===== src/rtl/clk_ctl_pkg.sv =====
// Purpose: Shared constants and types for the main clock select block
// Assumes: Byte-wide CPU register port, one system clock
// Notes: Stabilization counts are in X1 clock ticks

package clk_ctl_pkg;

    // Register byte addresses
    localparam logic [15:0] ADDR_MODE = 16'hFFA1;
    localparam logic [15:0] ADDR_HALT_CTL = 16'hFFA2;
    localparam logic [15:0] ADDR_STATUS = 16'hFFA3;
    localparam logic [15:0] ADDR_WAIT_SEL = 16'hFFA4;

    // Reset values
    localparam logic [7:0] MODE_RST = 8'h00;
    localparam logic [7:0] HALT_CTL_RST = 8'h80;
    localparam logic [7:0] STATUS_RST = 8'h00;
    localparam logic [2:0] WAIT_SEL_RST = 3'h5;

    // Field positions
    localparam int SRC_SEL_BIT = 2;
    localparam int STATE_BIT = 1;
    localparam int CHOICE_BIT = 0;
    localparam int HALT_BIT = 7;

    // Wait time codes
    localparam logic [2:0] WAIT_2P11 = 3'h1;
    localparam logic [2:0] WAIT_2P13 = 3'h2;
    localparam logic [2:0] WAIT_2P14 = 3'h3;
    localparam logic [2:0] WAIT_2P15 = 3'h4;
    localparam logic [2:0] WAIT_2P16 = 3'h5;

    // Counter width covers the longest wait
    localparam int CNT_W = 17;

    // CPU register access, one byte per access
    typedef struct packed {
        logic [15:0] addr;
        logic wr;
        logic rd;
        logic [7:0] wdata;
    } bus_req_t;

    // Clock source choices, 1 means high-speed system clock
    typedef struct packed {
        logic main_hs;
        logic periph_hs;
    } clk_sel_t;

    // Stop sequencing
    typedef enum logic [1:0] {
        ST_RUN = 2'b00,
        ST_STOP = 2'b01,
        ST_WAIT = 2'b10
    } stop_state_t;

    // X1 ticks for a wait code; prohibited codes take the longest wait
    function automatic logic [CNT_W-1:0] wait_cycles(input logic [2:0] code, input int shift);
        logic [CNT_W-1:0] one;
        one = {{(CNT_W-1){1'b0}}, 1'b1};
        case (code)
            WAIT_2P11: wait_cycles = one << (11 - shift);
            WAIT_2P13: wait_cycles = one << (13 - shift);
            WAIT_2P14: wait_cycles = one << (14 - shift);
            WAIT_2P15: wait_cycles = one << (15 - shift);
            default: wait_cycles = one << (16 - shift);
        endcase
    endfunction

    // Thermometer status, shortest threshold in bit 4
    function automatic logic [4:0] thermo(input logic [CNT_W-1:0] cnt, input int shift);
        thermo = {cnt >= wait_cycles(WAIT_2P11, shift), cnt >= wait_cycles(WAIT_2P13, shift),
                  cnt >= wait_cycles(WAIT_2P14, shift), cnt >= wait_cycles(WAIT_2P15, shift),
                  cnt >= wait_cycles(WAIT_2P16, shift)};
    endfunction

endpackage


===== src/rtl/clock_select_stab.sv =====
// Purpose: Main clock source select and X1 stabilization status
// Assumes: sys_rst is the OR of all reset sources; inputs are synchronous
// Notes: Reads answer one cycle after rd, from a flop

`timescale 1ns/1ps

module clock_select_stab #(
    // Lowers every threshold by this power of two, for short simulations
    parameter int STAB_SHIFT = 0
) (
    input wire logic clock,
    input wire logic clk_en,
    input wire logic sys_rst,
    input clk_ctl_pkg::bus_req_t bus_req,
    output logic [7:0] rd_data,
    input wire logic stop_enter,
    input wire logic stop_release,
    input wire logic x1_tick,
    input wire logic x1_osc_running,
    output clk_ctl_pkg::clk_sel_t clk_sel,
    output logic x1_osc_enable,
    output logic cpu_hold
);

    // Mode register fields
    logic src_sel_ff, nxt_src_sel;
    logic choice_ff, nxt_choice;
    // Set by first mode write, cleared only by reset
    logic src_lock_ff, nxt_src_lock;
    // Oscillator halt bit
    logic halt_ff, nxt_halt;
    // Wait code as written, and the limit in force for the counter
    logic [2:0] wait_sel_ff, nxt_wait_sel;
    logic [2:0] limit_ff, nxt_limit;
    clk_ctl_pkg::stop_state_t state_ff, nxt_state;
    logic [7:0] rd_data_ff, nxt_rd_data;
    logic [4:0] flags;
    logic stab_done;
    logic stab_clear;
    logic stab_tick;
    logic main_state;
    logic wr_mode, wr_halt, wr_wait;

    // Write decodes
    assign wr_mode = bus_req.wr && (bus_req.addr == clk_ctl_pkg::ADDR_MODE);
    assign wr_halt = bus_req.wr && (bus_req.addr == clk_ctl_pkg::ADDR_HALT_CTL);
    assign wr_wait = bus_req.wr && (bus_req.addr == clk_ctl_pkg::ADDR_WAIT_SEL);

    // Clock source selection; only the main and peripheral clocks are steered
    // other clocks untouched
    assign clk_sel.periph_hs = src_sel_ff;
    assign clk_sel.main_hs = src_sel_ff && choice_ff;
    assign main_state = clk_sel.main_hs;

    // Mode and control registers
    always_comb
    begin
        nxt_src_sel = src_sel_ff;
        nxt_choice = choice_ff;
        nxt_src_lock = src_lock_ff;
        nxt_halt = halt_ff;
        nxt_wait_sel = wait_sel_ff;
        if (wr_mode)
        begin
            nxt_choice = bus_req.wdata[clk_ctl_pkg::CHOICE_BIT];
            if (!src_lock_ff)
            begin
                nxt_src_sel = bus_req.wdata[clk_ctl_pkg::SRC_SEL_BIT];
                nxt_src_lock = 1'b1;
            end
        end
        if (wr_halt)
        begin
            nxt_halt = bus_req.wdata[clk_ctl_pkg::HALT_BIT];
        end
        if (wr_wait)
        begin
            nxt_wait_sel = bus_req.wdata[2:0];
        end
    end

    always_ff @(posedge clock or posedge sys_rst)
    begin
        if (sys_rst)
        begin
            src_sel_ff <= clk_ctl_pkg::MODE_RST[clk_ctl_pkg::SRC_SEL_BIT];
            choice_ff <= clk_ctl_pkg::MODE_RST[clk_ctl_pkg::CHOICE_BIT];
            src_lock_ff <= 1'b0;
            halt_ff <= clk_ctl_pkg::HALT_CTL_RST[clk_ctl_pkg::HALT_BIT];
            wait_sel_ff <= clk_ctl_pkg::WAIT_SEL_RST;
        end
        else if (clk_en)
        begin
            src_sel_ff <= nxt_src_sel;
            choice_ff <= nxt_choice;
            src_lock_ff <= nxt_src_lock;
            halt_ff <= nxt_halt;
            wait_sel_ff <= nxt_wait_sel;
        end
    end

    // STOP sequencing and counter limit
    always_comb
    begin
        nxt_state = state_ff;
        nxt_limit = limit_ff;
        case (state_ff)
            clk_ctl_pkg::ST_RUN:
            begin
                // Latch the wait chosen before STOP
                if (stop_enter)
                begin
                    nxt_state = clk_ctl_pkg::ST_STOP;
                    nxt_limit = wait_sel_ff;
                end
            end
            clk_ctl_pkg::ST_STOP:
            begin
                if (stop_release)
                begin
                    nxt_state = clk_ctl_pkg::ST_WAIT;
                end
            end
            clk_ctl_pkg::ST_WAIT:
            begin
                // A halted oscillator would never finish, so give up the wait
                if (stab_done || halt_ff)
                begin
                    nxt_state = clk_ctl_pkg::ST_RUN;
                end
            end
            default:
            begin
                nxt_state = clk_ctl_pkg::ST_RUN;
            end
        endcase
        // While halted the limit returns to the full span
        if (halt_ff)
        begin
            nxt_limit = clk_ctl_pkg::WAIT_2P16;
        end
    end

    always_ff @(posedge clock or posedge sys_rst)
    begin
        if (sys_rst)
        begin
            state_ff <= clk_ctl_pkg::ST_RUN;
            limit_ff <= clk_ctl_pkg::WAIT_2P16;
        end
        else if (clk_en)
        begin
            state_ff <= nxt_state;
            limit_ff <= nxt_limit;
        end
    end

    // clear on STOP and halt
    // The halt write itself clears, so a read right behind it already sees zero
    assign stab_clear = stop_enter || (state_ff == clk_ctl_pkg::ST_STOP) || halt_ff || nxt_halt;
    assign stab_tick = x1_tick && x1_osc_running;
    // oscillator off while halted or stopped
    assign x1_osc_enable = !halt_ff && (state_ff != clk_ctl_pkg::ST_STOP);
    assign cpu_hold = (state_ff == clk_ctl_pkg::ST_WAIT) && main_state && !stab_done;

    osc_stab_counter #(
        .SHIFT(STAB_SHIFT)
    ) u_stab (
        .clock(clock),
        .clk_en(clk_en),
        .sys_rst(sys_rst),
        .clear(stab_clear),
        .tick(stab_tick),
        .limit_code(limit_ff),
        .flags(flags),
        .done(stab_done)
    );

    // Register reads, unmapped addresses read zero
    always_comb
    begin
        nxt_rd_data = rd_data_ff;
        if (bus_req.rd)
        begin
            case (bus_req.addr)
                clk_ctl_pkg::ADDR_MODE: nxt_rd_data = {5'h00, src_sel_ff, main_state, choice_ff};
                clk_ctl_pkg::ADDR_HALT_CTL: nxt_rd_data = {halt_ff, 7'h00};
                clk_ctl_pkg::ADDR_STATUS: nxt_rd_data = {3'h0, flags};
                clk_ctl_pkg::ADDR_WAIT_SEL: nxt_rd_data = {5'h00, wait_sel_ff};
                default: nxt_rd_data = 8'h00;
            endcase
        end
    end

    always_ff @(posedge clock or posedge sys_rst)
    begin
        if (sys_rst)
        begin
            rd_data_ff <= 8'h00;
        end
        else if (clk_en)
        begin
            rd_data_ff <= nxt_rd_data;
        end
    end

    assign rd_data = rd_data_ff;
endmodule // clock_select_stab


===== src/rtl/osc_stab_counter.sv =====
// Purpose: X1 oscillation stabilization counter with status flags
// Assumes: tick is one system cycle per X1 cycle
// Notes: Counting halts at the selected limit

`timescale 1ns/1ps

module osc_stab_counter #(
    parameter int SHIFT = 0
) (
    input wire logic clock,
    input wire logic clk_en,
    input wire logic sys_rst,
    input wire logic clear,
    input wire logic tick,
    input wire logic [2:0] limit_code,
    output logic [4:0] flags,
    output logic done
);

    // Elapsed X1 cycles since last clear
    logic [clk_ctl_pkg::CNT_W-1:0] count_ff;
    logic [clk_ctl_pkg::CNT_W-1:0] nxt_count;
    // Status flags held in flops
    logic [4:0] flags_ff;
    logic [4:0] nxt_flags;
    logic [clk_ctl_pkg::CNT_W-1:0] limit;

    assign limit = clk_ctl_pkg::wait_cycles(limit_code, SHIFT);
    // Handshake level, not stored
    assign done = count_ff >= limit;
    assign flags = flags_ff;

    // Next count and flags
    always_comb
    begin
        nxt_count = count_ff;
        if (clear)
        begin
            nxt_count = '0;
        end
        else if (tick && !done)
        begin
            nxt_count = count_ff + {{(clk_ctl_pkg::CNT_W-1){1'b0}}, 1'b1};
        end
        nxt_flags = clk_ctl_pkg::thermo(nxt_count, SHIFT);
    end

    // Registers, frozen while clk_en is low
    always_ff @(posedge clock or posedge sys_rst)
    begin
        if (sys_rst)
        begin
            count_ff <= '0;
            flags_ff <= clk_ctl_pkg::STATUS_RST[4:0];
        end
        else if (clk_en)
        begin
            count_ff <= nxt_count;
            flags_ff <= nxt_flags;
        end
    end
endmodule // osc_stab_counter


===== config.mk =====
export PLATFORM = sky130hd
export DESIGN_NAME = clock_select_stab
export DESIGN_NICKNAME = d
export VERILOG_FILES = /design/src/rtl/clk_ctl_pkg.sv /design/src/rtl/clock_select_stab.sv /design/src/rtl/osc_stab_counter.sv
export SDC_FILE = /design/constraint.sdc
export NUM_CORES = 1
export LEC_CHECK = 0
export ABC_AREA = 1
export BUFFER_PORTS_ARGS = -buffer_cell sky130_fd_sc_hd__buf_2
export CORE_UTILIZATION = 56
export DETAILED_ROUTE_END_ITERATION = 8
export GPL_TIMING_DRIVEN = 0
export HOLD_SLACK_MARGIN = 0.02
export MAX_ROUTING_LAYER = met4
export PLACE_DENSITY = 0.8
export SLEW_MARGIN = 10
export SYNTH_ARGS = -nofsm -noshare
export SYNTH_HDL_FRONTEND = slang
export SYNTH_SLANG_ARGS = --single-unit

===== constraint.sdc =====
create_clock -name clock -period 2.87 [get_ports clock]
set_input_delay 0.574 -clock clock [delete_from_list [all_inputs] [get_ports clock]]
set_output_delay 0.574 -clock clock [all_outputs]
set_load 0.1 [all_outputs]

Word level (Yosys, flattened, before mapping):

Cells that the tools add are included.

* input port bits: 33
* register bits: 42
* output and inout bits: 12
* logic and storage cells: 68

* $add $sub $neg: 1
* eq/ne operators: 14
* multiplexer cells: 12
* reduce and logical (&&, ||, !) cells: 24
* $lt $le $gt $ge: 6
* bitwise logic cells: 1

Operators by type and width (number)
* one-hot mux 17 bit (4 select lines): 1
* == test 16 bit (second input constant): 4
* 2-to-1 mux 17 bit: 2
* one-hot mux 8 bit (4 select lines): 1
* adder 17 x 1 -> 17 bit (second input constant): 1
* >= comparator 17 x 12 -> 1 bit (second input constant): 1
* >= comparator 17 x 14 -> 1 bit (second input constant): 1
* >= comparator 17 x 15 -> 1 bit (second input constant): 1
* >= comparator 17 x 16 -> 1 bit (second input constant): 1
* >= comparator 17 bit: 1
* >= comparator 17 bit (second input constant): 1
* logical AND 1 bit: 9
* 2-to-1 mux 3 bit: 3
* == test 3 x 2 -> 1 bit (second input constant): 2
* 2-to-1 mux 2 bit: 3
* != test 2 bit (second input constant): 3
* one-hot mux 2 bit (3 select lines): 1
* AND reduction 2 bit: 3
* AND reduction 3 bit: 2
* logical OR 1 bit: 4
* AND reduction 4 bit: 1
* nonzero test 2 bit: 2
* == test 3 x 1 -> 1 bit (second input constant): 1
* == test 3 bit (second input constant): 1
* other kinds (7): 8

Logic depth before layout (Yosys ltp):

* word-level depth: 8
* gate-level depth with buffers: 18
* depth with buffers taken out: 18

Modules after synthesis:

From an unflattened synthesis, not the netlist that was laid out.

* cell total of the unflattened synthesis: 408
* area, all modules: 2829.0 µm²

Modules (own cells, without submodules)
* osc_stab_counter: area an instance 1721.7 µm², cells each 249, instances 1, seq. area each 550.5 µm²
* clock_select_stab: area an instance 1107.3 µm², cells each 159, instances 1, seq. area each 456.7 µm²

Worst setup path before layout:

No wires, ideal clock.

* kind: register to output
* from: reg limit_ff[0]
* to: out cpu_hold
* data arrival time: 3695 ps
* stages on the path, launching flop included: 12
* slack: -1399 ps
* required time: 2296 ps
* path buffers: 0
* cell sequence: dfstp_2 inv_1 nor3_1 nand3b_1 ha_1 nand2_1 inv_2 nand2_1 nand2_1 nor2_4 nand2_1 nor3_1

* cells in the longest elaborated chain, start to end: 5
* elaborated cells on any way between the ends: 8
* those cells by class: 1 x order compare; 4 x eq/ne; 1 x mux; 2 x reduce/logical

Ends and longest elaborated chain
* from (decl): RTL line clock_select_stab.sv:34 `logic [2:0] limit_ff, nxt_limit;`
* from (signal assigned): RTL line clock_select_stab.sv:149 `limit_ff <= clk_ctl_pkg::WAIT_2P16;`
* from (signal assigned): RTL line clock_select_stab.sv:154 `limit_ff <= nxt_limit;`
* == test 3 bit, or another cell as far along: RTL line clk_ctl_pkg.sv:60 `case (code)`
* one-hot mux 17 bit (4 select lines) *: RTL line clk_ctl_pkg.sv:60
* >= comparator 17 bit *: RTL line osc_stab_counter.sv:30 `assign done = count_ff >= limit;`
* zero test 1 bit *: RTL line clock_select_stab.sv:164 `assign cpu_hold = (state_ff == clk_ctl_pkg::ST_WAIT) && main_state && !stab_done;`
* logical AND 1 bit *: RTL line clock_select_stab.sv:164
* to (decl): RTL line clock_select_stab.sv:22 `output logic cpu_hold`

Mark *: on every way between the ends. The rest lies on a longest branch, timed or not.

Worst setup path after layout:

Same ends and word-level chain as after synthesis.

==> flow_summary.json <==
{
  "gp_routability_congestion": 0.9039,
  "route.antenna.remaining_nets": 0,
  "grt_max_degree": 35,
  "number_of_instances_in_the_synthesized_netlist": 370,
  "worst_clock_skew_ns": 0.006141,
  "power.density_mw_per_mm2": 622.5,
  "instances_no_fill": 477,
  "final_critical_path_setup_slack_ns": -0.05157,
  "vdd_drop_max_mv": 0.6813,
  "muxShareOfSynthArea_pct": 0.4243,
  "final_period_minus_worst_setup_slack_ns": 2.922,
  "worst_ep_arrival_time_ns": 2.35,
  "worst_flop_to_flop_path_startpoint": "limit_ff[0]",
  "worstSetupPathType": "register to primary output",
  "setup_viol": 1,
  "ys_dominant_reg_cell": "sky130_fd_sc_hd__dfrtp_1",
  "drt-initial-drc-count": 181,
  "ys_types": 38,
  "worstReg2RegEnd": "u_stab.flags[4]",
  "max_freq_mhz": 342.3,
  "data_required_time_of_the_critical_path_ns": 2.30,
  "grt-ovfl-total": 0,
  "antenna_found_initial": 0,
  "synth.yosys.warnings": 0,
  "synth_area_leader_cell": "sky130_fd_sc_hd__dfrtp_1",
  "final_cell_area_mm2": 0.003174,
  "drt_drc_violations_left": 0,
  "cellLeakagePower_nw": 1.489,
  "parity_gate_share_of_the_synthesized_area_counting_xor_and_xnor_cells_pct": 0.6601,
  "route.vias.total": 2647,
  "worst_skew_pair.late_latency_ns": 0.29,
  "cts_buffers": 5,
  "area.growth.synth_to_final_pct": 19.61,
  "grt_usage_pct": 31.50,
  "grt_first_pass_wirelength_um": 12030,
  "run_status": "complete, but fails checks",
  "rsz0062_at_grt": "yes",
  "synth_enable_flop_cells": 0,
  "synthMostInstantiatedCell": "sky130_fd_sc_hd__nand2_1",
  "synth_area_leaders": "sky130_fd_sc_hd__dfrtp_1 (32%), sky130_fd_sc_hd__nand2_1 (13%), sky130_fd_sc_hd__nor2_1 (5.8%), sky130_fd_sc_hd__inv_1 (5.5%), sky130_fd_sc_hd__nand3_1 (5.3%)",
  "area_of_the_mapped_netlist_mm2": 0.002654,
  "hold_viol": 0,
  "synth_compound_gate_area_share_pct": 13.86,
  "netlist_top_cells_count": "sky130_fd_sc_hd__nand2_1 (95), sky130_fd_sc_hd__nor2_1 (41), sky130_fd_sc_hd__inv_1 (39), sky130_fd_sc_hd__dfrtp_1 (34), sky130_fd_sc_hd__nand3_1 (28)",
  "reg2regPathDepth": 18,
  "reg2reg_slack_ns": 0.25,
  "die_x_um": 70.84,
  "share_of_layout_cells_above_drive_strength_1_pct": 26.82,
  "failed_checks": "negative setup slack",
  "tritoncts": "yes",
  "clock_edge_transition_at_the_registers_on_the_reported_setup_and_hold_paths_ns": 0.08,
  "fp.dieArea_mm2": 0.005018,
  "synth-seq-cells": 39,
  "design.portCount": 45,
  "floorplan.rows": 24,
  "detail_route.wl_per_cell_um": 14.56,
  "dpl_cell_area_mm2": 0.002957,
  "largest_family_of_logic_cells_by_synthesized_area": "simple AND/OR/NAND/NOR gates",
  "tightestPinTransition_ns": 0.6660,
  "first_pass_detailed_route_iteration_total": 7,
  "worst_hold_path_type": "input port to asynchronous set/reset pin",
  "htree_num_levels": 2,
  "ys_async_sr_fraction_pct": 100.0,
  "die_height_um": 70.84,
  "min_period_over_period_pct": 101.8,
  "drv_cap": 0,
  "hpwl_detailed_um": 4975,
  "crit_fanout": 4,
  "synth-seq-area-share_pct": 37.01,
  "dp.cells": 462,
  "post_synth_and_or_nand_nor_area_fraction_pct": 36.02,
  "cts.root.buffer_cell": "sky130_fd_sc_hd__clkbuf_8",
  "initial_utilization_pct": 59.71,
  "synth.top_cell.area_share_pct": 32.06,
  "grt_pass1_vias": 2600,
  "postRouteWirelength_um": 6944,
  "nets": 464,
  "final-max-slew-violation-count": 0,
  "design_power_total_w": 0.001976,
  "slew-limit-headroom_pct": 55.33,
  "avgSynthCellArea_um2": 7.172,
  "io_buffers": 38,
  "arithmetic_cell_share_of_the_synthesized_area_counting_full_adders_half_adders_and_majority_gates_pct": 3.300,
  "core_area_mm2": 0.004444,
  "critical_path_sink_type": "primary output",
  "cts_buffer_depth": 2,
  "via_per_inst": 5.549,
  "critical_path.startpoint_type": "register",
  "clock_sink_count": 39,
  "antenna-diode-count": 0
}
-- critical path, stage by stage, from the launching register on --
cell	delay (ns)
sky130_fd_sc_hd__dfstp_2	0.55
sky130_fd_sc_hd__inv_2	0.07
sky130_fd_sc_hd__nor3_4	0.13
sky130_fd_sc_hd__nand3b_1	0.19
sky130_fd_sc_hd__ha_4	0.24
sky130_fd_sc_hd__nand2_4	0.06
sky130_fd_sc_hd__nor2_1	0.04
sky130_fd_sc_hd__nand2_1	0.10
sky130_fd_sc_hd__inv_2	0.06
sky130_fd_sc_hd__nor2_4	0.14
sky130_fd_sc_hd__nand2_4	0.08
sky130_fd_sc_hd__nor3_4	0.20
sky130_fd_sc_hd__buf_12	0.20
-- metrics by stage --
step / worst slack (ns) / setup TNS [ns] / utilization, % / hold WS (ns)
floorplan: -0.06744 / -0.06744 / - / 0.4229
global placement: -0.05527 / -0.05527 / 66.08 / 0.4390
detailed placement: -0.09377 / -0.09377 / 66.53 / 0.4588
CTS: 0.007041 / 0 / 70.64 / 0.1530
global route: -0.1223 / -0.1223 / 71.42 / 0.1631
finish: -0.05157 / -0.05157 / 71.42 / 0.1556
-- how the worst max path moves through the flow --
stage	startpoint	to	cells past startpoint
CTS	limit_ff[0]	cpu_hold	12
detailed placement	limit_ff[0]	cpu_hold	10
floorplan	limit_ff[0]	cpu_hold	11
global route	limit_ff[2]	cpu_hold	12
finish	limit_ff[0]	cpu_hold	12
global placement	limit_ff[0]	cpu_hold	10
-- cell families after synthesis --
logic type / count (synthesis)
xor gates and xnor gates: 2
AOI/OAI and AO/OA: 62
DFF: 39
buffers and inverters: 56
and+or+nand+nor: 202
muxes: 1
other: 1
adders and majority gates: 7
-- layer usage --
metal	routed length [um]	GRT usage, %
met1	3025	40.00
met2	3449	51.60
met3	327	3.846
met4	140	12.22
met5	0	-
-- power by group --
group / leakage (nW) / switching (W) / total, W / internal [W]
Clock: 0.0474 / 0.000209 / 0.000406 / 0.000196
Combinational: 0.931 / 0.000591 / 0.000915 / 0.000324
Sequential: 0.510 / 0.0000498 / 0.000655 / 0.000606
-- final cells by class --
class | count | area, um2
well taps | 52 | 65.06
inverters | 47 | 178.9
clock buffers | 6 | 82.58
multi-input cells | 276 | 1521
clock inverters | 2 | 16.27
fillers | 371 | 1270
flip-flops and latches | 39 | 983.4
repair buffers | 46 | 277.8
plain buffers | 9 | 48.80
-- what timing repair did --
action                     in CTS  in global routing
setup endpoints to repair       1                  1
setup buffers                   5                  2
gates resized for setup        11                  6
hold buffers                    0                  0
pin swaps                       4                  8
-- layout by cell type, fill, tap and decap left out, types with 9 or more instances in the layout --
master	Yosys	layout
sky130_fd_sc_hd__nand2_1	95	90
sky130_fd_sc_hd__nor2_1	41	41
sky130_fd_sc_hd__buf_2	0	37
sky130_fd_sc_hd__inv_1	39	36
sky130_fd_sc_hd__dfrtp_1	34	33
sky130_fd_sc_hd__nand3_1	28	27
sky130_fd_sc_hd__o21ai_0	24	24
sky130_fd_sc_hd__o21ai_1	17	17
sky130_fd_sc_hd__nand2_2	9	12
sky130_fd_sc_hd__buf_4	4	11
sky130_fd_sc_hd__inv_2	7	10
sky130_fd_sc_hd__nand4_1	9	9
-- state kept, by name, summed over array words and instances, names as in the netlist --
signal / flops
u_stab.count_ff: 16
rd_data: 6
u_stab.flags: 5
limit_ff: 3
wait_sel_ff: 3
state_ff: 2
choice_ff: 1
halt_ff: 1
src_lock_ff: 1
src_sel_ff: 1
(Power assumes the default switching activity.)
